<file path="src/rtl/wdt_pkg.sv">
package wdt_pkg;
    // Register offsets (word index on the plain port)
    localparam logic [1:0] OFF_CTRL  = 2'h0;
    localparam logic [1:0] OFF_CAUSE = 2'h1;
    localparam logic [1:0] OFF_STAT  = 2'h2;
    localparam logic [1:0] OFF_MASK  = 2'h3;
    // Field positions
    localparam int CAUSE_WATCHDOG_RESET_FLAG_BIT = 3;
    localparam int STAT_IRQ_BIT   = 0;
    localparam int STAT_RST_BIT   = 1;
    // Reset values
    localparam logic [7:0] CTRL_RST = 8'h00;
    localparam logic [1:0] STAT_RST = 2'h0;
    // Timing
    localparam int OSC_HZ          = 128000;  // Oscillator rate
    localparam int TMO_MIN_MS      = 16;      // Shortest period, about
    localparam int TMO_MAX_S       = 8;       // Longest period, about
    localparam int BASE_OSC_CYC    = 2048;    // Code 0 period in ticks
    localparam logic [3:0] SEL_MAX = 4'h9;    // Highest defined code
    localparam int CLK_PERIOD_NS   = 25;      // System clock period
    localparam int UNLOCK_WIN_CYC  = 4;       // Unlock window, clocks
    localparam logic [2:0] WIN_LOAD = 3'(UNLOCK_WIN_CYC);
    // Control register layout
    typedef struct packed {
        logic       flag;     // timeout_irq_flag
        logic       irq_en;   // timeout_irq_enable
        logic       sel3;     // prescaler_select[3]
        logic       chg_en;   // change_enable_bit
        logic       rst_en;   // reset_enable_bit
        logic [2:0] sel_lo;   // prescaler_select[2:0]
    } ctrl_t;
endpackage : wdt_pkg

</file>
<file path="src/rtl/enhanced_watchdog_timer.sv">
`timescale 1ns/10ps
`default_nettype none
module enhanced_watchdog_timer
    import wdt_pkg::*;
#(
    parameter int BASE_CYC = BASE_OSC_CYC   // Ticks at code 0
)(
    input  wire logic       clock,         // 40 MHz system clock
    input  wire logic       rst_b,         // Power-on reset, low
    input  wire logic       osc_in,        // 128 kHz oscillator
    input  wire logic       always_on_fuse,// Fuse programmed
    input  wire logic       restart,       // Restart instruction
    input  wire logic       irq_ack,       // Vector taken
    input  wire logic [1:0] addr,          // Register index
    input  wire logic [7:0] wdata,         // Write data
    input  wire logic       wr,            // Write strobe
    input  wire logic       rd,            // Read strobe
    output logic      [7:0] rdata,         // Read data, next cycle
    output logic            wdt_irq,       // Watchdog interrupt
    output logic            sys_reset,     // One-cycle reset pulse
    output logic            irq            // Status/mask interrupt
);
    // Synchroniser and edge detector for the oscillator
    logic        osc_meta_r;   // First stage, read only by second
    logic        osc_sync_r;   // Second stage
    logic        osc_prev_r;   // Delayed copy for edge
    logic        tick;         // One oscillator cycle seen
    // Control state
    logic        flag_r;       // Timeout interrupt flag
    logic        irq_en_r;     // Interrupt enable as written
    logic        rst_en_r;     // Reset enable as written
    logic [3:0]  sel_r;        // Prescaler select
    logic [2:0]  win_r;        // Unlock window count
    logic        watchdog_reset_flag_r;       // Watchdog reset flag
    logic [1:0]  stat_r;       // Sticky events
    logic [1:0]  mask_r;       // Event mask
    logic [20:0] cnt_r;        // Watchdog counter
    logic [7:0]  rdata_r;      // Read data register
    logic        sys_reset_r;  // Reset pulse register
    // Derived
    logic        eff_rst;      // Reset enable as it acts
    logic        eff_irq;      // Interrupt enable as it acts
    logic        running;      // Counter active
    logic        tmo;          // Expiry this cycle
    logic        do_reset;     // Expiry leads to reset
    logic        ctl_wr;       // Write to control
    logic        win_open;     // Unlock window open
    ctrl_t       w;            // Written control value
    ctrl_t       ctl_view;     // Control as read

    // Expiry count for a select code; reserved codes act as the top one
    function automatic logic [20:0] tmo_limit(input logic [3:0] s);
        logic [3:0] c;
        c = (s > SEL_MAX) ? SEL_MAX : s;
        return 21'(BASE_CYC) << c;
    endfunction : tmo_limit

    // Oscillator crossing; the first stage feeds nothing else
    always_ff @(posedge clock or negedge rst_b)
    begin
        if (!rst_b)
        begin
            osc_meta_r <= 1'b0;
            osc_sync_r <= 1'b0;
            osc_prev_r <= 1'b0;
        end
        else
        begin
            osc_meta_r <= osc_in;
            osc_sync_r <= osc_meta_r;
            osc_prev_r <= osc_sync_r;
        end
    end
    assign tick = osc_sync_r & ~osc_prev_r;

    // Fuse overrides both written enables; reset flag forces only the reset enable
    assign eff_rst  = rst_en_r | always_on_fuse | watchdog_reset_flag_r;
    assign eff_irq  = irq_en_r & ~always_on_fuse;
    assign running  = eff_rst | eff_irq;
    assign w        = ctrl_t'(wdata);
    assign ctl_wr   = wr && (addr == OFF_CTRL);
    assign win_open = (win_r != 3'h0);

    // Expiry; >= catches a shorter period chosen mid-count
    assign tmo = tick && running && (cnt_r >= tmo_limit(sel_r) - 21'h1);
    // Combined mode takes its interrupt first; with the flag still
    // pending the next expiry resets
    assign do_reset = tmo && eff_rst && !(eff_irq && !flag_r);

    // Watchdog counter
    always_ff @(posedge clock or negedge rst_b)
    begin
        if (!rst_b)
            cnt_r <= 21'h0;
        else if (restart || !running || tmo)
            cnt_r <= 21'h0;
        else if (tick)
            cnt_r <= cnt_r + 21'h1;
    end

    // Enables, prescaler and unlock window
    always_ff @(posedge clock or negedge rst_b)
    begin
        if (!rst_b)
        begin
            rst_en_r <= CTRL_RST[3];
            irq_en_r <= CTRL_RST[6];
            sel_r    <= {CTRL_RST[5], CTRL_RST[2:0]};
            win_r    <= 3'h0;
        end
        else
        begin
            if (ctl_wr)
            begin
                irq_en_r <= w.irq_en;
                if (w.chg_en && w.rst_en)
                begin
                    // Unlock write opens the window
                    win_r    <= WIN_LOAD;
                    rst_en_r <= 1'b1;
                end
                else if (win_open && !w.chg_en)
                begin
                    // Timed write applies and closes the window
                    rst_en_r <= w.rst_en | watchdog_reset_flag_r;
                    sel_r    <= {w.sel3, w.sel_lo};
                    win_r    <= 3'h0;
                end
                else
                begin
                    // Outside the window, or with change enable set alone, only setting the enable counts
                    if (w.rst_en)
                        rst_en_r <= 1'b1;
                    if (win_open)
                        win_r <= win_r - 3'h1;
                end
            end
            else if (win_open)
                win_r <= win_r - 3'h1;
            // Vectoring in combined mode drops back to reset mode
            if (irq_ack && eff_rst && eff_irq)
                irq_en_r <= 1'b0;
        end
    end

    // Timeout interrupt flag; a new expiry beats a clear
    always_ff @(posedge clock or negedge rst_b)
    begin
        if (!rst_b)
            flag_r <= CTRL_RST[7];
        else if (tmo && eff_irq)
            flag_r <= 1'b1;
        else if (irq_ack || (ctl_wr && w.flag))
            flag_r <= 1'b0;
    end
    assign wdt_irq = flag_r & eff_irq;

    // Reset pulse and watchdog reset flag; power-on or a CAUSE write with bit 3 clear clears it
    always_ff @(posedge clock or negedge rst_b)
    begin
        if (!rst_b)
        begin
            sys_reset_r <= 1'b0;
            watchdog_reset_flag_r      <= 1'b0;
        end
        else
        begin
            sys_reset_r <= do_reset;
            if (sys_reset_r)
                watchdog_reset_flag_r <= 1'b1;
            else if (wr && addr == OFF_CAUSE && !wdata[CAUSE_WATCHDOG_RESET_FLAG_BIT])
                watchdog_reset_flag_r <= 1'b0;
        end
    end
    assign sys_reset = sys_reset_r;

    // Sticky events, write one to clear, set wins
    always_ff @(posedge clock or negedge rst_b)
    begin
        if (!rst_b)
        begin
            stat_r <= STAT_RST;
            mask_r <= STAT_RST;
        end
        else
        begin
            for (int i = 0; i < 2; i++)
            begin
                if ((i == STAT_IRQ_BIT && tmo && eff_irq) ||
                    (i == STAT_RST_BIT && do_reset))
                    stat_r[i] <= 1'b1;
                else if (wr && addr == OFF_STAT && wdata[i])
                    stat_r[i] <= 1'b0;
            end
            if (wr && addr == OFF_MASK)
                mask_r <= wdata[1:0];
        end
    end
    assign irq = |(stat_r & mask_r);

    // Control register as software sees it
    always_comb
    begin
        ctl_view        = '0;
        ctl_view.flag   = flag_r;
        ctl_view.irq_en = eff_irq;
        ctl_view.sel3   = sel_r[3];
        ctl_view.chg_en = win_open;
        ctl_view.rst_en = eff_rst;
        ctl_view.sel_lo = sel_r[2:0];
    end

    // Read data one cycle after the strobe; holds zero otherwise
    always_ff @(posedge clock or negedge rst_b)
    begin
        if (!rst_b)
            rdata_r <= 8'h00;
        else if (!rd)
            rdata_r <= 8'h00;
        else
        begin
            case (addr)
                OFF_CTRL:  rdata_r <= ctl_view;
                OFF_CAUSE: rdata_r <= 8'(watchdog_reset_flag_r) << CAUSE_WATCHDOG_RESET_FLAG_BIT;
                OFF_STAT:  rdata_r <= {6'h00, stat_r};
                OFF_MASK:  rdata_r <= {6'h00, mask_r};
                default:   rdata_r <= 8'h00;
            endcase
        end
    end
    assign rdata = rdata_r;
endmodule : enhanced_watchdog_timer
`default_nettype wire

</file>
<file path="config.mk">
export PLATFORM = sky130hd
export DESIGN_NAME = enhanced_watchdog_timer
export DESIGN_NICKNAME = d
export VERILOG_FILES = /design/src/rtl/wdt_pkg.sv /design/src/rtl/enhanced_watchdog_timer.sv
export SDC_FILE = /design/constraint.sdc
export NUM_CORES = 1
export LEC_CHECK = 0
export ABC_AREA = 0
export BUFFER_PORTS_ARGS = -buffer_cell sky130_fd_sc_hd__buf_2
export CAP_MARGIN = 20
export CORE_ASPECT_RATIO = 2
export CORE_MARGIN = 4
export CORE_UTILIZATION = 60
export CTS_CLUSTER_SIZE = 10
export DETAILED_ROUTE_END_ITERATION = 8
export PLACE_DENSITY = 0.81
export RECOVER_POWER = 100
export SYNTH_ARGS = -nofsm -noshare
export SYNTH_HDL_FRONTEND = slang
export SYNTH_SLANG_ARGS = --single-unit
</file>
<file path="constraint.sdc">
create_clock -name clock -period 5.75 [get_ports clock]
set_clock_uncertainty 0.2 [all_clocks]
set_input_delay 0.575 -clock clock [delete_from_list [all_inputs] [get_ports clock]]
set_output_delay 0.575 -clock clock [all_outputs]
set_load 0.01 [all_outputs]
</file>
==> results.md <==
- The flow ran to the end, but the final reports show violations.
- The checks that failed: max-capacitance violations, max-slew violations.
- The post-detailed-route count of antenna-violating nets is 0.
- The max capacitance violation total is 1.
- Each instance of the synthesized netlist takes up on average 10.0 µm².
- The worst endpoint required time is 5790 ps.
- The summed negative setup slack over all endpoints is 0 ps.
- The worst reg-to-reg path cell count is 11.
- In the final routed layout, each cell accounts on average for 16.0 µm.
- The detailed-placement wirelength estimate is 4010 µm.
- The layout has 342 filler cells.
- Entering global routing, the biggest net connects 49 pins.
- The synthesized netlist cell count is 259.
- The leakage power total is 1.21 nW.
- The first global-routing pass estimated 9220 µm of wire.
- After detailed routing, the number of remaining DRC violations is 0.
- The cell area that synthesis handed to floorplanning was 2590 µm².
- The post-layout instance count excluding filler cells is 342.
- The number of pins with negative max-slew slack in the final report was 44.
- The final critical path time including I/O delays and setup is 3780 ps.
- The final wirelength is 5460 µm.
- Synthesis inferred 48 register bits.
- For this run, the register share of the synthesized area comes to 46.3%.
- Along the worst hold path, the cell count comes to 0.
- CTS saw 48 sinks.
- Global routing used 22.9% of the available tracks across all layers.
- The critical path goes through or2_2, or3_1, ha_1, nor3_1, a21o_1, a32oi_1, ha_1, nand2_1, or4_1, a31oi_4, a22o_1.
- For this block, the initial DRC count from the detailed router was 25.
- The dominant cell type by count on the critical path is sky130_fd_sc_hd__ha_1.
- The path class of the tightest hold or removal check is register to register.
- The area growth from synthesis to final layout is 9.60%.
- Setup repair after global routing left no endpoint under its margin.
- The worst setup path is of the register to register kind.
- Summing all non-filler instances in the final layout gives an area of 2840 µm².
- Counting the buffers created by CTS gives 5.
- After clock tree synthesis, the clock-pin slew on the worst setup and hold paths is 80 ps.
- The number of nets in the synthesized netlist is 291.
- The standard cell core area is 4130 µm².
- The horizontal die dimension is 54.5 µm.
- After detailed placement, the total cell area comes to 2760 µm².
- The clock tree buffer depth is 2.
- On the worst path, the slowest cell contributes a delay of 600 ps.
- Yosys printed 0 warnings.
- The worst pin sits at a relative slew slack of -51.5%.
- The number of different library cells used by synthesis comes to 46.
- The clock reaches the later pin of the worst-skew pair after 300 ps.
- The via count of the first global-routing pass is 2083.
- VDD sags by at most 0.184 mV.
- The worst setup path is captured at a register.
- The detailed-routing iteration count for the pre-antenna-repair pass is 4.
- During placement, the flow inserted port buffers numbering 28.
- The final setup violation count is 0.
- After clock tree synthesis, the repair step resized 0 gates.
- The clock root buffer master is sky130_fd_sc_hd__clkbuf_8.
- The die extent in y is 101 µm.
- 0 antenna diodes ended up in the layout.
- Counting tap cells, the placed design contains a total of 332 instances.
- On the final layout, the worst hold slack is 157 ps.
- Of all nets on the critical path, the largest fanout is 23.
- The number of failing hold endpoints at the final stage came to 0.
- The leading register cell type out of synthesis is sky130_fd_sc_hd__dfrtp_1.
- Of all flip-flops after synthesis, the portion carrying an async set or reset was 100%.
- The number of primary I/O pins is 29.
- At the end of the flow, the number of nets in the layout was 321.
- Dividing the final minimum period by the clock period gives 65.8%.
- The H-tree was split into 2 levels.
- Once the floorplan was initialized, standard cells occupied 62.8% of the core.
- The synthesized design contains 0 enable-type register cells.
- The transition time at the pin with the least slew margin is 2270 ps.
- TritonCTS built the clock tree.
- The initialized floorplan defines 33 standard-cell rows.
- The slowest stage of the critical path belongs to the cell sky130_fd_sc_hd__a31oi_4.
- The total die area is 5500 µm².
- Cells with a size suffix above 1 make up 11.7% of the layout.
- Dividing total power by cell area gives a power density of 294 nW/µm².
- The placer's final routability congestion estimate is 0.905.
- Across all layers, the routed design uses 2064 vias.
- The design draws 0.835 mW.
- The initial antenna violation count is 0.
- Static timing analysis puts the maximum clock frequency at 0.264 GHz.
- Dividing the detail-routed via count by the number of cells gives 6.04.
- Data arrives at the worst endpoint at 3820 ps.
- The launching element type of the critical path is a register.
- The remaining global-route overflow is 0.
-- area by class of cell --
cell class | instances | area [µm²] | area share [%]
sequential | 48 | 1200 | 42.3
multi-input combinational | 192 | 1300 | 45.8
clock buffer | 8 | 90.1 | 3.17
inverter | 11 | 41.3 | 1.45
timing repair buffer | 31 | 144 | 5.06
tap | 52 | 65.1 | 2.29
-- metrics by stage --
step / setup WS [ps] / util (%)
floorplan: 2480 / -
global placement: 2110 / 66.9
detailed placement: 2050 / 66.9
CTS: 2030 / 69.1
global route: 1790 / 68.8
finish: 1970 / 68.8
-- critical path: cells and delay by family (launching register included) --
| kind | cells | cell delay, ps |
|---|---|---|
| adder cells (fa/ha/maj) | 2 | 530 |
| AND/OR/NAND/NOR | 5 | 1490 |
| flip-flops | 1 | 460 |
| AO/OA/AOI/OAI | 4 | 1040 |
-- synthesized netlist by cell type, types with 6 or more instances --
master,number,area share [%]
sky130_fd_sc_hd__dfrtp_1,48,46
sky130_fd_sc_hd__nor3_1,31,6.0
sky130_fd_sc_hd__xnor2_1,18,6.1
sky130_fd_sc_hd__nor2_1,16,2.3
sky130_fd_sc_hd__ha_1,14,6.8
sky130_fd_sc_hd__nand2_1,14,2.0
sky130_fd_sc_hd__nand3_1,12,2.3
sky130_fd_sc_hd__inv_1,11,1.6
sky130_fd_sc_hd__a21oi_1,9,1.7
sky130_fd_sc_hd__o21ai_0,8,1.5
sky130_fd_sc_hd__mux2_2,7,3.0
sky130_fd_sc_hd__nor2b_1,7,1.7
sky130_fd_sc_hd__clkbuf_1,6,0.87
-- flip-flops by register name, indices dropped and copies added, names as in the netlist, 2 cells and up --
name and cells:
cnt_r 21, mask_r 2, rdata 8, sel_r 4
stat_r 2, win_r 3
-- where the power goes --
part / switching (mW) / internal, mW / total [mW]
Clock: 0.105 / 0.0982 / 0.203
Combinational: 0.122 / 0.0970 / 0.219
Sequential: 0.0393 / 0.374 / 0.413
Total: 0.266 / 0.569 / 0.835
-- kinds of logic after synthesis --
logic type      count (synthesis)  synth area share (%)
fa+ha+maj                      14                  6.76
other cells                     1                 0.145
buf+inv                        19                  3.19
mux                             8                  3.43
xor+xnor                       20                  6.76
compound gates                 36                  9.99
flops                          48                  46.3
simple gates                  113                  23.4
-- layout by cell type, fill, tap and decap left out, drive strengths merged, types with 4 or more instances in the layout --
| master | count |
|---|---|
| inv | 11 |
| xnor2 | 18 |
| nor2b | 7 |
| o21ai | 8 |
| a21oi | 9 |
| nor3 | 32 |
| dfrtp | 48 |
| ha | 14 |
| or3 | 4 |
| and2 | 4 |
| nor2 | 16 |
| nand2 | 14 |
| mux2 | 7 |
| nor4 | 5 |
| buf | 15 |
| nand3 | 12 |
| clkbuf | 23 |
-- path summary, 6_finish.rpt --
path / start / slack (ps) / to
setup / recovery: sel_r[1] / 1970 / stat_r[1]
hold / removal: osc_meta_r / 160 / osc_sync_r
setup reg to reg: sel_r[1] / 1970 / stat_r[1]
hold reg to reg: osc_meta_r / 160 / osc_sync_r
max in group asynchronous: rst_b / 2420 / cnt_r[19]
min in group asynchronous: rst_b / 480 / win_r[0]
-- repair_timing --
action                    CTS  global route
hold endpoints to repair    0             5
hold buffers                0             1
setup buffers               0             0
-- routing by layer --
layer,up-vias,part of all wire (%),global-route usage [%]
li1,987,-,-
met1,1012,37,23.9
met2,50,56,40.7
met3,15,3.8,3.70
met4,0,3.7,13.1
met5,-,0,0
Power figures use the tool's default switching activity.
